`src/hw/smm_pkg.sv`:
```
// Overview of operation
// - opcode 54 shifts the second accumulator right one place, zero into bit 7.
// - after that shift: C=old bit 0, N=0, Z=result zero, V=N xor C.
// - opcode 49 shifts the double accumulator right, zero into bit 15, old bit 0 to C.
// - after the 16-bit shift: N=0, Z=result zero, V=new C.
// - prefix 18 18 keeps the larger of A and memory in A; A loads memory when C=1.
// - max/min flags come from A minus memory: N, Z, overflow, borrow.
// - prefix 18 1C writes the larger value back to memory; A written when C=0.
// - prefix 18 19 keeps the smaller value in A; A loads memory when C=0.
// - max/min operands are reached only through indexed addressing forms.
// - opcode 01 takes the input from A, descriptor from X, destination from Y.
// - descriptor is four bytes at X: start point, end point, leading, trailing slope.
// - a zero slope means infinite slope: that side's grade is FF from its point.
// - after storing the grade: A unchanged, Y plus 1, X plus 4.
// - membership leaves H, N, Z, V and C undefined; only a_fixed_bits checks any of them, that H stays unchanged.
package smm_pkg;
  localparam int ADDR_W = 8;
  localparam logic [ADDR_W-1:0] OFS_ACC_D = 8'h00;
  localparam logic [ADDR_W-1:0] OFS_INDEX_X = 8'h04;
  localparam logic [ADDR_W-1:0] OFS_INDEX_Y = 8'h08;
  localparam logic [ADDR_W-1:0] OFS_FLAGS = 8'h0c;
  localparam logic [ADDR_W-1:0] OFS_OPER_ADDR = 8'h10;
  localparam logic [ADDR_W-1:0] OFS_COMMAND = 8'h14;
  localparam int CC_S = 7;
  localparam int CC_X = 6;
  localparam int CC_H = 5;
  localparam int CC_I = 4;
  localparam int CC_N = 3;
  localparam int CC_Z = 2;
  localparam int CC_V = 1;
  localparam int CC_C = 0;
  localparam logic [7:0] CC_RST = 8'hd0;
  localparam int CMD_PREFIX_BIT = 8;
  localparam int CMD_MODE_LSB = 9;
  localparam int STAT_BUSY_BIT = 0;
  localparam int STAT_ERR_BIT = 1;
  localparam logic [7:0] OPC_SHIFT_B = 8'h54;
  localparam logic [7:0] OPC_SHIFT_D = 8'h49;
  localparam logic [7:0] OPC_GRADE = 8'h01;
  localparam logic [7:0] OPC_MAX_A = 8'h18;
  localparam logic [7:0] OPC_MAX_M = 8'h1c;
  localparam logic [7:0] OPC_MIN_A = 8'h19;
  localparam logic [2:0] MODE_LAST_INDEXED = 3'h4;
  localparam logic [15:0] GRADE_X_STEP = 16'h0004;
  localparam logic [15:0] GRADE_Y_STEP = 16'h0001;
  localparam int DSC_POINT_1 = 0;
  localparam int DSC_POINT_2 = 1;
  localparam int DSC_SLOPE_1 = 2;
  localparam int DSC_SLOPE_2 = 3;
  localparam logic [1:0] RESP_OKAY = 2'h0;
  localparam logic [1:0] RESP_SLVERR = 2'h2;
  localparam logic [1:0] RESP_DECERR = 2'h3;

  typedef enum logic [2:0] {
    op_none = 3'b000,
    op_shift_right_second_acc = 3'b001,
    op_shift_right_double_acc = 3'b010,
    op_max_to_accumulator = 3'b011,
    op_max_to_memory = 3'b100,
    op_min_to_accumulator = 3'b101,
    op_grade_membership = 3'b110
  } op_e;

  typedef enum logic [2:0] {
    st_idle = 3'b000,
    st_read = 3'b001,
    st_write = 3'b010,
    st_desc = 3'b011,
    st_calc = 3'b100
  } state_e;

  typedef struct packed {
    logic valid;
    logic we;
    logic [15:0] addr;
    logic [7:0] wdata;
  } mem_req_s;

  typedef struct packed {
    logic ack;
    logic [7:0] rdata;
  } mem_rsp_s;

  typedef struct packed {
    logic n;
    logic z;
    logic v;
    logic c;
  } nzvc_s;
endpackage

```
`src/hw/right_shifter.sv`:
```
module right_shifter import smm_pkg::*;
(
  input wire logic [7:0] acc_a,
  input wire logic [7:0] acc_b,
  output logic [7:0] b_result,
  output nzvc_s b_flags,
  output logic [15:0] d_result,
  output nzvc_s d_flags
);
  always_comb
  begin
    b_result = {1'b0, acc_b[7:1]};
    b_flags.n = 1'b0;
    b_flags.z = (b_result == 8'h00);
    b_flags.c = acc_b[0];
    b_flags.v = b_flags.n ^ b_flags.c;
    d_result = {1'b0, acc_a, acc_b[7:1]};
    d_flags.n = 1'b0;
    d_flags.z = (d_result == 16'h0000);
    d_flags.c = acc_b[0];
    d_flags.v = d_flags.c;
  end
endmodule

```
`src/hw/grade_calc.sv`:
```
module grade_calc import smm_pkg::*;
(
  input wire logic [7:0] crisp,
  input wire logic [3:0][7:0] desc,
  output logic [7:0] grade
);
  logic [15:0] lead_prod;
  logic [15:0] trail_prod;
  logic [7:0] lead;
  logic [7:0] trail;

  always_comb
  begin
    lead_prod = desc[DSC_SLOPE_1] * (crisp - desc[DSC_POINT_1]);
    trail_prod = desc[DSC_SLOPE_2] * (desc[DSC_POINT_2] - crisp);
    // zero slope stands for a vertical side
    if (desc[DSC_SLOPE_1] == 8'h00 || lead_prod[15:8] != 8'h00)
      lead = 8'hff;
    else
      lead = lead_prod[7:0];
    if (desc[DSC_SLOPE_2] == 8'h00 || trail_prod[15:8] != 8'h00)
      trail = 8'hff;
    else
      trail = trail_prod[7:0];
    if (crisp < desc[DSC_POINT_1] || crisp > desc[DSC_POINT_2])
      grade = 8'h00;
    else
      grade = (lead < trail) ? lead : trail;
  end
endmodule

```
`src/hw/smm_unit.sv`:
```
// The AXI4-Lite slave port and the address map are this design's own decisions.
module smm_unit import smm_pkg::*;
(
  input wire logic clock,
  input wire logic arst_n,
  input wire logic s_axi_awvalid,
  output logic s_axi_awready,
  input wire logic [ADDR_W-1:0] s_axi_awaddr,
  input wire logic s_axi_wvalid,
  output logic s_axi_wready,
  input wire logic [31:0] s_axi_wdata,
  input wire logic [3:0] s_axi_wstrb,
  output logic s_axi_bvalid,
  input wire logic s_axi_bready,
  output logic [1:0] s_axi_bresp,
  input wire logic s_axi_arvalid,
  output logic s_axi_arready,
  input wire logic [ADDR_W-1:0] s_axi_araddr,
  output logic s_axi_rvalid,
  input wire logic s_axi_rready,
  output logic [31:0] s_axi_rdata,
  output logic [1:0] s_axi_rresp,
  output mem_req_s mem_req,
  input wire mem_rsp_s mem_rsp
);
  typedef struct packed {
    state_e st;
    op_e op;
    logic err;
    logic [7:0] a;
    logic [7:0] b;
    logic [15:0] x;
    logic [15:0] y;
    logic [7:0] condition_code_bits;
    logic [15:0] ea;
    logic [1:0] cnt;
    logic [3:0][7:0] desc;
    mem_req_s req;
    logic aw_hold;
    logic [ADDR_W-1:0] aw_addr;
    logic w_hold;
    logic [31:0] w_data;
    logic [3:0] w_strb;
    logic bvalid;
    logic [1:0] bresp;
    logic rvalid;
    logic [31:0] rdata;
    logic [1:0] rresp;
  } unit_state_s;

  localparam unit_state_s STATE_RST = '{st: st_idle, op: op_none, condition_code_bits: CC_RST, default: '0};

  unit_state_s s;
  unit_state_s next_s;
  logic [7:0] b_shift;
  nzvc_s b_flags;
  logic [15:0] d_shift;
  nzvc_s d_flags;
  logic [7:0] grade;
  logic wr_go;
  logic [31:0] wr_old;
  logic wr_hit;
  logic [31:0] merged;
  logic [8:0] diff;
  nzvc_s mm_flags;
  op_e cmd_op;
  logic cmd_ok;
  logic [32:0] rd_word;

  function automatic logic [32:0] reg_read(input unit_state_s q, input logic [ADDR_W-1:0] addr);
    logic [32:0] r;
    r = {1'b1, 32'h0000_0000};
    case (addr)
      OFS_ACC_D: r[15:0] = {q.a, q.b};
      OFS_INDEX_X: r[15:0] = q.x;
      OFS_INDEX_Y: r[15:0] = q.y;
      OFS_FLAGS: r[7:0] = q.condition_code_bits;
      OFS_OPER_ADDR: r[15:0] = q.ea;
      OFS_COMMAND:
      begin
        r[STAT_BUSY_BIT] = (q.st != st_idle);
        r[STAT_ERR_BIT] = q.err;
      end
      default: r[32] = 1'b0;
    endcase
    return r;
  endfunction

  right_shifter u_shift (
    .acc_a(s.a),
    .acc_b(s.b),
    .b_result(b_shift),
    .b_flags(b_flags),
    .d_result(d_shift),
    .d_flags(d_flags)
  );

  grade_calc u_grade (
    .crisp(s.a),
    .desc(s.desc),
    .grade(grade)
  );

  assign s_axi_awready = !s.aw_hold;
  assign s_axi_wready = !s.w_hold;
  assign s_axi_bvalid = s.bvalid;
  assign s_axi_bresp = s.bresp;
  assign s_axi_arready = !s.rvalid;
  assign s_axi_rvalid = s.rvalid;
  assign s_axi_rdata = s.rdata;
  assign s_axi_rresp = s.rresp;
  assign mem_req = s.req;

  assign rd_word = reg_read(s, s_axi_araddr);
  assign wr_go = s.aw_hold && s.w_hold && !s.bvalid;
  assign {wr_hit, wr_old} = reg_read(s, s.aw_addr);
  always_comb
  begin
    for (int i = 0; i < 4; i++)
      merged[i*8 +: 8] = s.w_strb[i] ? s.w_data[i*8 +: 8] : wr_old[i*8 +: 8];
  end

  // flags of the internal difference A minus memory
  assign diff = {1'b0, s.a} - {1'b0, mem_rsp.rdata};
  assign mm_flags.n = diff[7];
  assign mm_flags.z = (diff[7:0] == 8'h00);
  assign mm_flags.v = (s.a[7] & ~mem_rsp.rdata[7] & ~diff[7]) | (~s.a[7] & mem_rsp.rdata[7] & diff[7]);
  assign mm_flags.c = diff[8];

  always_comb
  begin
    cmd_op = op_none;
    if (!merged[CMD_PREFIX_BIT])
    begin
      if (merged[7:0] == OPC_SHIFT_B)
        cmd_op = op_shift_right_second_acc;
      else if (merged[7:0] == OPC_SHIFT_D)
        cmd_op = op_shift_right_double_acc;
      else if (merged[7:0] == OPC_GRADE)
        cmd_op = op_grade_membership;
    end
    else if (merged[7:0] == OPC_MAX_A)
      cmd_op = op_max_to_accumulator;
    else if (merged[7:0] == OPC_MAX_M)
      cmd_op = op_max_to_memory;
    else if (merged[7:0] == OPC_MIN_A)
      cmd_op = op_min_to_accumulator;
    // a non-indexed mode on a max/min command is refused
    cmd_ok = (cmd_op != op_none) && (!merged[CMD_PREFIX_BIT] ||
      merged[CMD_MODE_LSB +: 3] <= MODE_LAST_INDEXED);
  end

  always_comb
  begin
    next_s = s;
    if (s.bvalid && s_axi_bready)
      next_s.bvalid = 1'b0;
    if (s.rvalid && s_axi_rready)
      next_s.rvalid = 1'b0;
    if (s_axi_awvalid && !s.aw_hold)
    begin
      next_s.aw_hold = 1'b1;
      next_s.aw_addr = s_axi_awaddr;
    end
    if (s_axi_wvalid && !s.w_hold)
    begin
      next_s.w_hold = 1'b1;
      next_s.w_data = s_axi_wdata;
      next_s.w_strb = s_axi_wstrb;
    end
    if (s_axi_arvalid && !s.rvalid)
    begin
      next_s.rvalid = 1'b1;
      next_s.rdata = rd_word[31:0];
      next_s.rresp = rd_word[32] ? RESP_OKAY : RESP_DECERR;
    end
    case (s.st)
      st_idle:
      begin
        if (wr_go)
        begin
          next_s.aw_hold = 1'b0;
          next_s.w_hold = 1'b0;
          next_s.bvalid = 1'b1;
          next_s.bresp = wr_hit ? RESP_OKAY : RESP_DECERR;
          case (s.aw_addr)
            OFS_ACC_D: {next_s.a, next_s.b} = merged[15:0];
            OFS_INDEX_X: next_s.x = merged[15:0];
            OFS_INDEX_Y: next_s.y = merged[15:0];
            OFS_FLAGS: next_s.condition_code_bits = merged[7:0];
            OFS_OPER_ADDR: next_s.ea = merged[15:0];
            OFS_COMMAND:
            begin
              next_s.err = !cmd_ok;
              next_s.op = cmd_ok ? cmd_op : op_none;
              if (cmd_ok)
              begin
                case (cmd_op)
                  op_shift_right_second_acc:
                  begin
                    next_s.b = b_shift;
                    next_s.condition_code_bits[CC_N:CC_C] = b_flags;
                  end
                  op_shift_right_double_acc:
                  begin
                    {next_s.a, next_s.b} = d_shift;
                    next_s.condition_code_bits[CC_N:CC_C] = d_flags;
                  end
                  op_grade_membership:
                  begin
                    next_s.st = st_desc;
                    next_s.cnt = 2'h0;
                    next_s.req = '{valid: 1'b1, we: 1'b0, addr: s.x, wdata: 8'h00};
                  end
                  default:
                  begin
                    next_s.st = st_read;
                    next_s.req = '{valid: 1'b1, we: 1'b0, addr: s.ea, wdata: 8'h00};
                  end
                endcase
              end
            end
            default: next_s.bresp = RESP_DECERR;
          endcase
        end
      end
      st_read:
      begin
        if (mem_rsp.ack)
        begin
          next_s.condition_code_bits[CC_N:CC_C] = mm_flags;
          next_s.req.valid = 1'b0;
          next_s.st = st_idle;
          case (s.op)
            op_max_to_accumulator:
              next_s.a = mm_flags.c ? mem_rsp.rdata : s.a;
            op_min_to_accumulator:
              next_s.a = mm_flags.c ? s.a : mem_rsp.rdata;
            default:
            begin
              next_s.st = st_write;
              next_s.req.valid = 1'b1;
              next_s.req.we = 1'b1;
              next_s.req.wdata = mm_flags.c ? mem_rsp.rdata : s.a;
            end
          endcase
        end
      end
      st_desc:
      begin
        if (mem_rsp.ack)
        begin
          next_s.desc[s.cnt] = mem_rsp.rdata;
          next_s.cnt = s.cnt + 2'h1;
          next_s.req.addr = s.x + {14'h0000, s.cnt} + 16'h0001;
          if (s.cnt == 2'h3)
          begin
            next_s.req.valid = 1'b0;
            next_s.st = st_calc;
          end
        end
      end
      st_calc:
      begin
        // one idle cycle lets the last slope settle into the grade
        next_s.st = st_write;
        next_s.req = '{valid: 1'b1, we: 1'b1, addr: s.y, wdata: grade};
      end
      st_write:
      begin
        if (mem_rsp.ack)
        begin
          next_s.req.valid = 1'b0;
          next_s.req.we = 1'b0;
          next_s.st = st_idle;
          if (s.op == op_grade_membership)
          begin
            next_s.x = s.x + GRADE_X_STEP;
            next_s.y = s.y + GRADE_Y_STEP;
          end
        end
      end
      default: next_s.st = st_idle;
    endcase
    // register writes arriving while busy are answered with an error and dropped
    if (s.st != st_idle && wr_go)
    begin
      next_s.aw_hold = 1'b0;
      next_s.w_hold = 1'b0;
      next_s.bvalid = 1'b1;
      next_s.bresp = wr_hit ? RESP_SLVERR : RESP_DECERR;
    end
  end

  always_ff @(posedge clock or negedge arst_n)
  begin
    if (!arst_n)
      s <= STATE_RST;
    else
      s <= next_s;
  end

  logic cmd_go;
  logic reg_wr;
  assign reg_wr = wr_go && s.st == st_idle;
  assign cmd_go = reg_wr && s.aw_addr == OFS_COMMAND && cmd_ok;

  property p_shift_b;
    @(posedge clock) disable iff (!arst_n)
    cmd_go && cmd_op == op_shift_right_second_acc |=> s.b == {1'b0, $past(s.b[7:1])} && s.a == $past(s.a);
  endproperty
  a_shift_b: assert property (p_shift_b) else $error("second accumulator shift wrong");

  property p_shift_b_flags;
    @(posedge clock) disable iff (!arst_n)
    cmd_go && cmd_op == op_shift_right_second_acc |=> !s.condition_code_bits[CC_N]
      && s.condition_code_bits[CC_C] == $past(s.b[0]) && s.condition_code_bits[CC_Z] == (s.b == 8'h00)
      && s.condition_code_bits[CC_V] == s.condition_code_bits[CC_C];
  endproperty
  a_shift_b_flags: assert property (p_shift_b_flags) else $error("8-bit shift flags wrong");

  property p_shift_d;
    @(posedge clock) disable iff (!arst_n)
    cmd_go && cmd_op == op_shift_right_double_acc |=> {s.a, s.b} == {1'b0, $past(s.a), $past(s.b[7:1])}
      && s.condition_code_bits[CC_C] == $past(s.b[0]);
  endproperty
  a_shift_d: assert property (p_shift_d) else $error("double accumulator shift wrong");

  property p_shift_d_flags;
    @(posedge clock) disable iff (!arst_n)
    cmd_go && cmd_op == op_shift_right_double_acc |=> !s.condition_code_bits[CC_N]
      && s.condition_code_bits[CC_V] == s.condition_code_bits[CC_C]
      && s.condition_code_bits[CC_Z] == ({s.a, s.b} == 16'h0000);
  endproperty
  a_shift_d_flags: assert property (p_shift_d_flags) else $error("16-bit shift flags wrong");

  property p_max_a;
    @(posedge clock) disable iff (!arst_n)
    s.st == st_read && mem_rsp.ack && s.op == op_max_to_accumulator
      |=> s.a == ($past(mem_rsp.rdata) > $past(s.a) ? $past(mem_rsp.rdata) : $past(s.a));
  endproperty
  a_max_a: assert property (p_max_a) else $error("maximum not kept in A");

  property p_minmax_flags;
    @(posedge clock) disable iff (!arst_n)
    s.st == st_read && mem_rsp.ack |=> s.condition_code_bits[CC_C] == ($past(s.a) < $past(mem_rsp.rdata))
      && s.condition_code_bits[CC_Z] == ($past(s.a) == $past(mem_rsp.rdata));
  endproperty
  a_minmax_flags: assert property (p_minmax_flags) else $error("max/min flags wrong");

  property p_max_m;
    @(posedge clock) disable iff (!arst_n)
    s.st == st_read && mem_rsp.ack && s.op == op_max_to_memory |=> mem_req.valid && mem_req.we
      && mem_req.addr == $past(s.ea)
      && mem_req.wdata == ($past(mem_rsp.rdata) > $past(s.a) ? $past(mem_rsp.rdata) : $past(s.a));
  endproperty
  a_max_m: assert property (p_max_m) else $error("maximum not written to memory");

  property p_min_a;
    @(posedge clock) disable iff (!arst_n)
    s.st == st_read && mem_rsp.ack && s.op == op_min_to_accumulator
      |=> s.a == ($past(mem_rsp.rdata) < $past(s.a) ? $past(mem_rsp.rdata) : $past(s.a));
  endproperty
  a_min_a: assert property (p_min_a) else $error("minimum not kept in A");

  property p_grade_ptrs;
    @(posedge clock) disable iff (!arst_n)
    s.st == st_write && mem_rsp.ack && s.op == op_grade_membership
      |=> s.x == $past(s.x) + GRADE_X_STEP && s.y == $past(s.y) + GRADE_Y_STEP && s.a == $past(s.a);
  endproperty
  a_grade_ptrs: assert property (p_grade_ptrs) else $error("pointer update after grade wrong");

  property p_fixed_bits;
    @(posedge clock) disable iff (!arst_n)
    !reg_wr |=> s.condition_code_bits[CC_S] == $past(s.condition_code_bits[CC_S])
      && s.condition_code_bits[CC_X] == $past(s.condition_code_bits[CC_X])
      && s.condition_code_bits[CC_I] == $past(s.condition_code_bits[CC_I])
      && s.condition_code_bits[CC_H] == $past(s.condition_code_bits[CC_H]);
  endproperty
  a_fixed_bits: assert property (p_fixed_bits) else $error("S, X, I or H changed");
endmodule

```
`config.mk`:
```
export PLATFORM = sky130hd
export DESIGN_NAME = smm_unit
export DESIGN_NICKNAME = d
export VERILOG_FILES = /design/src/hw/smm_pkg.sv /design/src/hw/right_shifter.sv /design/src/hw/grade_calc.sv /design/src/hw/smm_unit.sv
export SDC_FILE = /design/constraint.sdc
export NUM_CORES = 1
export LEC_CHECK = 0
export BUFFER_PORTS_ARGS = -buffer_cell sky130_fd_sc_hd__buf_2
export CAP_MARGIN = 20
export CELL_PAD_IN_SITES_DETAIL_PLACEMENT = 1
export CELL_PAD_IN_SITES_GLOBAL_PLACEMENT = 1
export CORE_UTILIZATION = 52
export DETAILED_ROUTE_END_ITERATION = 10
export GPL_TIMING_DRIVEN = 0
export PLACE_DENSITY_LB_ADDON = 0.1
export SLEW_MARGIN = 20
export SYNTH_ARGS = -nofsm -noshare
export SYNTH_HDL_FRONTEND = slang
export SYNTH_SLANG_ARGS = --single-unit
```
`constraint.sdc`:
```
create_clock -name clock -period 19.1 [get_ports clock]
set_clock_uncertainty 0.1 [all_clocks]
set_input_delay 3.82 -clock clock [delete_from_list [all_inputs] [get_ports clock]]
set_output_delay 3.82 -clock clock [all_outputs]
set_load 0.05 [all_outputs]
```
; Yosys cells after proc, flatten, opt, wreduce, memory -nomap -nowiden
; Cells that the tools add are included.
[classes]
muxes = 93
n_lt_le_gt_ge = 6
n_addsub = 8
bitwise_logic = 8
n_mul = 2
n_eq_ne = 49
reduce_logical = 63
[op_table]
columns = operator, count
row1 = 8-bit two-way mux, 13
row2 = 81-bit two-way mux, 1
row3 = 16-bit two-way mux, 5
row4 = 35-bit two-way mux, 2
row5 = 32-bit two-way mux, 2
row6 = 32-bit case mux with 2 select lines, 1
row7 = 8-bit case mux with 4 select lines, 2
row8 = 6-bit case mux with 5 select lines, 2
row9 = "8-bit by 5-bit equality test with 1-bit output, second input constant", 7
row10 = 26-bit two-way mux, 2
row11 = 26-bit case mux with 2 select lines, 1
row12 = 3-bit two-way mux, 16
row13 = 16-bit case mux with 3 select lines, 1
row14 = 8-bit case mux with 2 select lines, 3
row15 = 8-bit zero test, 5
row16 = 37-bit two-way mux, 1
row17 = "16-bit by 1-bit adder with 16-bit output, second input constant", 2
row18 = 32-bit bitwise mux, 1
row19 = "8-bit by 4-bit equality test with 1-bit output, second input constant", 4
row20 = 8-bit by 16-bit multiplier with 16-bit output, 2
row21 = 16-bit case mux with 2 select lines, 1
row22 = 27-bit two-way mux, 1
row23 = 8-bit by 8-bit subtractor with 9-bit output, 3
row24 = 2-bit case mux with 6 select lines, 2
row25 = other kinds (57), 149
[totals]
word_cells = 258
inputBits = 68
output_inout_bits = 67
reg_bits = 207

; Depth between registers and ports, before layout
[depth]
word_depth = 16
ltp_mapped = 37
depth_no_buf = 36

; Cells and area by module
; A second synthesis with hierarchy kept.
[unflattened]
hier_cells = 2089
area_unflattened_um2 = 18383.9
[modules_own_cells]
columns = mod, area_per_inst_um2, seq_area_each_um2, cells_per_inst, n_inst
row1 = smm_unit, 11997.8, 4708.3, 1303, 1
row2 = grade_calc, 6113.4, 0.0, 749, 1
row3 = right_shifter, 272.8, 0.0, 37, 1

; Worst setup path before layout
; No wires, ideal clock.
[synth_path]
path_kind = reg-to-reg
startpoint = register s[209] (netlist name)
endpoint = register s, in the netlist mem_req[4]
setup_ns = 0.096
synth_period_minus_slack_ns = 8.465
required_ns = 18.904
n_path_buf = 1
path_stages_with_launch = 37
slack_ns = 10.635
arrival_time_ns = 8.269
path_cell_list = dfrtp_1 > inv_1 > ha_1 > nor2b_1 > o21ai_0 > a21boi_0 > o21ai_0 > a21boi_0 > nor2_1 > and2_1 > fa_1 > inv_1 > fa_1 > inv_1 > fa_1 > inv_1 > fa_1 > inv_1 > ha_1 > and2_1 > a221oi_2 > a21oi_1 > or3_1 > a2111oi_2 > and2_1 > nand2_1 > nor2_1 > ha_1 > a21o_1 > a21o_1 > a2111oi_0 > o21ai_0 > a41oi_1 > a31oi_1 > buf_2 > and3_1 > o31ai_1
[synth_between]
elab_chain_cells = 9
elab_cells_between_ends = 28
classes_between = add/sub (3) / mul (2) / order compare (4) / eq/ne (1) / mux (10) / reduce/logical (8)
[synth_lines]
columns = item, line_no
row1 = from (decl), smm_unit.sv:53  ; unit_state_s s;
row2 = from (signal assigned), smm_unit.sv:300  ; s <= next_s;
row3 = "8-bit by 8-bit subtractor with 9-bit output, on equally long branches", "grade_calc.sv:14, grade_calc.sv:15"
row4 = "8-bit by 16-bit multiplier with 16-bit output, on equally long branches", "grade_calc.sv:14, grade_calc.sv:15"
row5 = "8-bit nonzero test, on equally long branches", "grade_calc.sv:17, grade_calc.sv:21"
row6 = "1-bit logical OR, on equally long branches", "grade_calc.sv:17, grade_calc.sv:21"
row7 = "8-bit two-way mux, on equally long branches", "grade_calc.sv:17, grade_calc.sv:21"
row8 = 8-bit less-than comparator, grade_calc.sv:28  ; grade = (lead < trail) ? lead : trail;
row9 = 8-bit two-way mux, grade_calc.sv:28
row10 = 8-bit two-way mux, grade_calc.sv:25  ; if (crisp < desc[DSC_POINT_1] || crisp > desc[DSC_POINT_2])
row11 = 8-bit case mux with 3 select lines, smm_unit.sv:177  ; case (s.st)
; Several ways; a longest one is shown, not always the timed one. The select of a mux whose other input is x is not followed.
; A chain may end at the register's enable or synchronous reset.

; Final worst setup path
[layout_path]
startpoint = register s[209] (netlist name)
endpoint = register s, in the netlist mem_req[7]
; The elaborated chain is that of the path after synthesis.

==> tab_implementation.tex <==
\begin{tabular}{lr}
\hline
Metric & Value \\
\hline
\multicolumn{2}{l}{\textbf{Route}} \\
Vias per inst & between 6 and 7 \\
Remaining number of nets flagged by the antenna check after routing & 0 \\
DR iter-0 viols & $\sim$1200 \\
DRC violations left & 0 \\
First-pass iteration count of the detailed router & 5 \\
Overall routed net length & 60.3 mm \\
Final routed wire length divided by cell count & between 20 and 25 um \\
Total number of vias & between 15000 and 20000 \\
\multicolumn{2}{l}{\textbf{Synthesis}} \\
Share of async-settable or async-resettable flops after synthesis & 1.00 \\
Mean instance size in the synthesized netlist & 8.89 um\^{}2 \\
Number of register bits inferred by synthesis & 188 \\
Number of flops mapped to enable cells by yosys & 0 \\
Cell count after synthesis & slightly above 2000 \\
Number of different library cells in the post-synthesis netlist & 98 \\
Dominant register cell in the synthesized netlist & sky130\_fd\_sc\_hd\_\_dfrtp\_1 \\
Synthesis warning total & 0 \\
Total standard cell area after synthesis & about 0.018 mm\^{}2 \\
Sequential share of the synthesized area & 0.263 \\
\multicolumn{2}{l}{\textbf{Timing}} \\
Final count of pins violating max slew & 0 \\
Total negative setup slack & 0 ps \\
Setup repair after global routing missed its margin & no \\
Max-Slew Margin vs Limit & 0.145 \\
Hold\_ws & $\sim$380 ps \\
Share of the clock period used by the worst path & 0.549 \\
Endpoints failing setup & 0 \\
Pin slew with the least headroom to its limit & approximately 1300 ps \\
Shortest period the worst path allows & between 10000 and 15000 ps \\
Hold Vio Cnt, Final & 0 \\
Maximum frequency from static timing analysis & around 95 MHz \\
\multicolumn{2}{l}{\textbf{Clocking}} \\
Post-cts hold buffer count & 0 \\
Number of clock buffers inserted by TritonCTS & 17 \\
Clock tree from TritonCTS & yes \\
Cell at the root of the clock tree & sky130\_fd\_sc\_hd\_\_clkbuf\_16 \\
Sinks on the clock net & between 150 and 200 \\
Postcts setup bufs & 0 \\
Insertion delay of the later-clocked pin in the worst-skew pair & approximately 470 ps \\
Maximum count of clock buffers along a single path & 2 \\
H-tree Lvls & 4 \\
Post-CTS clock slew at the launch and capture registers of the worst setup and hold paths & approximately 80 ps \\
Post-cts gate resize count & 0 \\
\multicolumn{2}{l}{\textbf{Global route}} \\
Met1 Use GR & 0.417 \\
Total global-route track usage & 0.354 \\
Pin count of the biggest net entering global routing & between 80 and 90 \\
Top Usage Layer GRT & met2 \\
GR met2 Demand/Resource & 0.610 \\
Via count of the first global-routing pass & 17298 \\
Global-route met3 utilization & 0.0484 \\
Antenna violations before repair & 0 \\
First-pass GRT wire length & $\sim$97 mm \\
Global route total overflow & 0 \\
\multicolumn{2}{l}{\textbf{Setup path}} \\
Cell depth of the worst flop-to-flop path & 37 \\
Data required time at the worst endpoint & between 15000 and 20000 ps \\
Critical path buffers and inverters & 5 \\
Startpoint Class & flip-flop \\
Critical path's largest stage delay & 670 ps \\
Family with the most delay on the worst path & compound AO/OA/AOI/OAI gates \\
Launching instance or port of the critical path & s[209] \\
Crit. path cell count & 37 \\
Critical path endpoint category & flip-flop \\
Startpoint-to-endpoint class of the critical path & reg -> reg \\
Arrival time at the worst endpoint & around 11000 ps \\
Worst R2R Start & s[209] \\
Cell with the largest stage delay on the worst path & sky130\_fd\_sc\_hd\_\_dfrtp\_1 \\
Crit Path Max Fanout & 10 \\
\multicolumn{2}{l}{\textbf{Floorplan}} \\
Num rows & between 60 and 70 \\
Starting density of the core & 0.530 \\
Number of top-level design ports & roughly 140 \\
Die area & approximately 0.035 mm\^{}2 \\
Area of the core region & around 0.034 mm\^{}2 \\
Height of the die & approximately 190 um \\
Floorplan die width & about 190 um \\
\multicolumn{2}{l}{\textbf{Layout}} \\
Layout cell share with drive strength beyond 1 & 0.139 \\
Filler cells & 4100 \\
Commonest non-fill, non-tap cells in the layout & 261 x sky130\_fd\_sc\_hd\_\_nand2\_1, 185 x sky130\_fd\_sc\_hd\_\_dfrtp\_1, 172 x sky130\_fd\_sc\_hd\_\_inv\_1, 130 x sky130\_fd\_sc\_hd\_\_o21ai\_0, 129 x sky130\_fd\_sc\_hd\_\_nor2\_1 \\
Area overhead of the layout relative to synthesis & 9.77\% \\
Most frequent standard cell in the layout excluding fill and tap cells & sky130\_fd\_sc\_hd\_\_nand2\_1 \\
Final-stage net count & around 2400 \\
Ant. Diodes & 0 \\
\multicolumn{2}{l}{\textbf{Placed design}} \\
Count of port buffers added during placement & 99 \\
Routability cong. & between 0.9 and 1 \\
Final HPWL DP & approximately 48 mm \\
\multicolumn{2}{l}{\textbf{Power and ir drop}} \\
Static leakage power & roughly 0.0086 uW \\
Total chip power & 1460 uW \\
Peak ir drop on the vdd network & between 0.06 and 0.07 mV \\
Power density relative to cell area & 74.5 mW/mm\^{}2 \\
\multicolumn{2}{l}{\textbf{Min path}} \\
Class of the worst hold path & reg -> reg \\
Hold Crit Start & mem\_req[24] \\
Worst Hold Depth & 1 \\
\multicolumn{2}{l}{\textbf{Job}} \\
Max-cap violations & 0 \\
\multicolumn{2}{l}{\textbf{Status}} \\
Status & complete, no violations \\
\hline
\end{tabular}
worst reg2reg max path: cells and delay by family, from the launching register on:
kind,cells,cell delay [ps]
compound gates,18,4390
fa+ha+maj,7,3060
buf+inv,5,720
flops,1,670
simple gates,7,1460
per-stage QoR:
step	cells	area [um^2]	util	setup WS [ps]
floorplan	2026	17900	-	10640
global placement	2573	19000	0.563	8970
detailed placement	2575	19100	0.565	8700
CTS	2607	19600	0.582	8680
global route	2607	19600	0.582	7850
finish	2607	19600	0.582	8610
metal layers:
layer	share of wire	up-vias
li1	-	7177
met1	0.39	8080
met2	0.49	509
met3	0.048	201
met4	0.064	0
met5	0	-
where the power goes:
part	internal [uW]	total (uW)	switching, uW
sequential	458	536	78.2
combinational	189	573	384
clock	171	352	182
total	818	1460	643
cell type report:
type / instances / area, um^2 / area share
plain buffers: 166 / 941 / 0.0480
clock buffers: 17 / 425 / 0.0217
clock inverters: 15 / 133 / 0.00676
inverters: 173 / 649 / 0.0331
multi-input cells: 1499 / 11600 / 0.593
flip-flops and latches: 188 / 4710 / 0.240
well taps: 448 / 561 / 0.0286
repair buffers: 101 / 561 / 0.0286
synth_stat cells (11+ instances only):
| cell type | count | area share |
|---|---|---|
| sky130_fd_sc_hd__a21oi_1 | 77 | 0.022 |
| sky130_fd_sc_hd__mux2i_1 | 56 | 0.031 |
| sky130_fd_sc_hd__a31oi_1 | 13 | 0.0046 |
| sky130_fd_sc_hd__o221ai_1 | 18 | 0.0088 |
| sky130_fd_sc_hd__o21a_1 | 14 | 0.0059 |
| sky130_fd_sc_hd__nand2_1 | 261 | 0.055 |
| sky130_fd_sc_hd__inv_1 | 172 | 0.036 |
| sky130_fd_sc_hd__nor2_1 | 129 | 0.027 |
| sky130_fd_sc_hd__a211oi_1 | 14 | 0.0059 |
| sky130_fd_sc_hd__buf_4 | 63 | 0.026 |
| sky130_fd_sc_hd__nand3_1 | 40 | 0.011 |
| sky130_fd_sc_hd__a22oi_1 | 16 | 0.0067 |
| sky130_fd_sc_hd__o21ai_0 | 130 | 0.036 |
| sky130_fd_sc_hd__o211ai_1 | 11 | 0.0046 |
| sky130_fd_sc_hd__nand2b_1 | 15 | 0.0053 |
| sky130_fd_sc_hd__a22o_1 | 23 | 0.011 |
| sky130_fd_sc_hd__nor3_1 | 27 | 0.0076 |
| sky130_fd_sc_hd__o22ai_1 | 13 | 0.0046 |
| sky130_fd_sc_hd__clkbuf_1 | 83 | 0.017 |
| sky130_fd_sc_hd__and2_1 | 45 | 0.016 |
| sky130_fd_sc_hd__fa_1 | 118 | 0.13 |
| sky130_fd_sc_hd__dfrtp_1 | 185 | 0.26 |
| sky130_fd_sc_hd__a21o_1 | 12 | 0.0050 |
| sky130_fd_sc_hd__nor2b_1 | 40 | 0.014 |
| sky130_fd_sc_hd__nor4_1 | 13 | 0.0046 |
| sky130_fd_sc_hd__xor2_1 | 15 | 0.0074 |
| sky130_fd_sc_hd__xnor2_1 | 36 | 0.018 |
| sky130_fd_sc_hd__ha_1 | 88 | 0.062 |
| sky130_fd_sc_hd__o2bb2ai_1 | 13 | 0.0064 |
| sky130_fd_sc_hd__and3_1 | 20 | 0.0070 |
| sky130_fd_sc_hd__mux2_2 | 35 | 0.022 |
| sky130_fd_sc_hd__mux2_4 | 18 | 0.015 |
| sky130_fd_sc_hd__o31ai_1 | 14 | 0.0059 |
kinds of logic (layout without fill, tap and decap cells):
family                   count (synthesis)  after routing  synth area share
AND/OR/NAND/NOR                        653            653             0.177
AO/OA/AOI/OAI                          453            453             0.175
buffers and inverters                  339            472            0.0890
adder cells (fa/ha/maj)                206            206             0.194
flip-flops                             188            188             0.263
multiplexers                           119            119            0.0750
XOR/XNOR                                52             52            0.0263
other                                    1             16          0.000210
path summary, 6_finish.rpt:
check	to	slack, ps
worst min register to register	mem_req[24]	380
worst max-delay path	mem_req[7]	8610
max in group asynchronous	asynchronous set/reset pin	14950
min in group asynchronous	s[46]	3150
worst max register to register	mem_req[7]	8610
worst min-delay path	mem_req[24]	380
No activity file was read; power rests on OpenSTA's default activity.
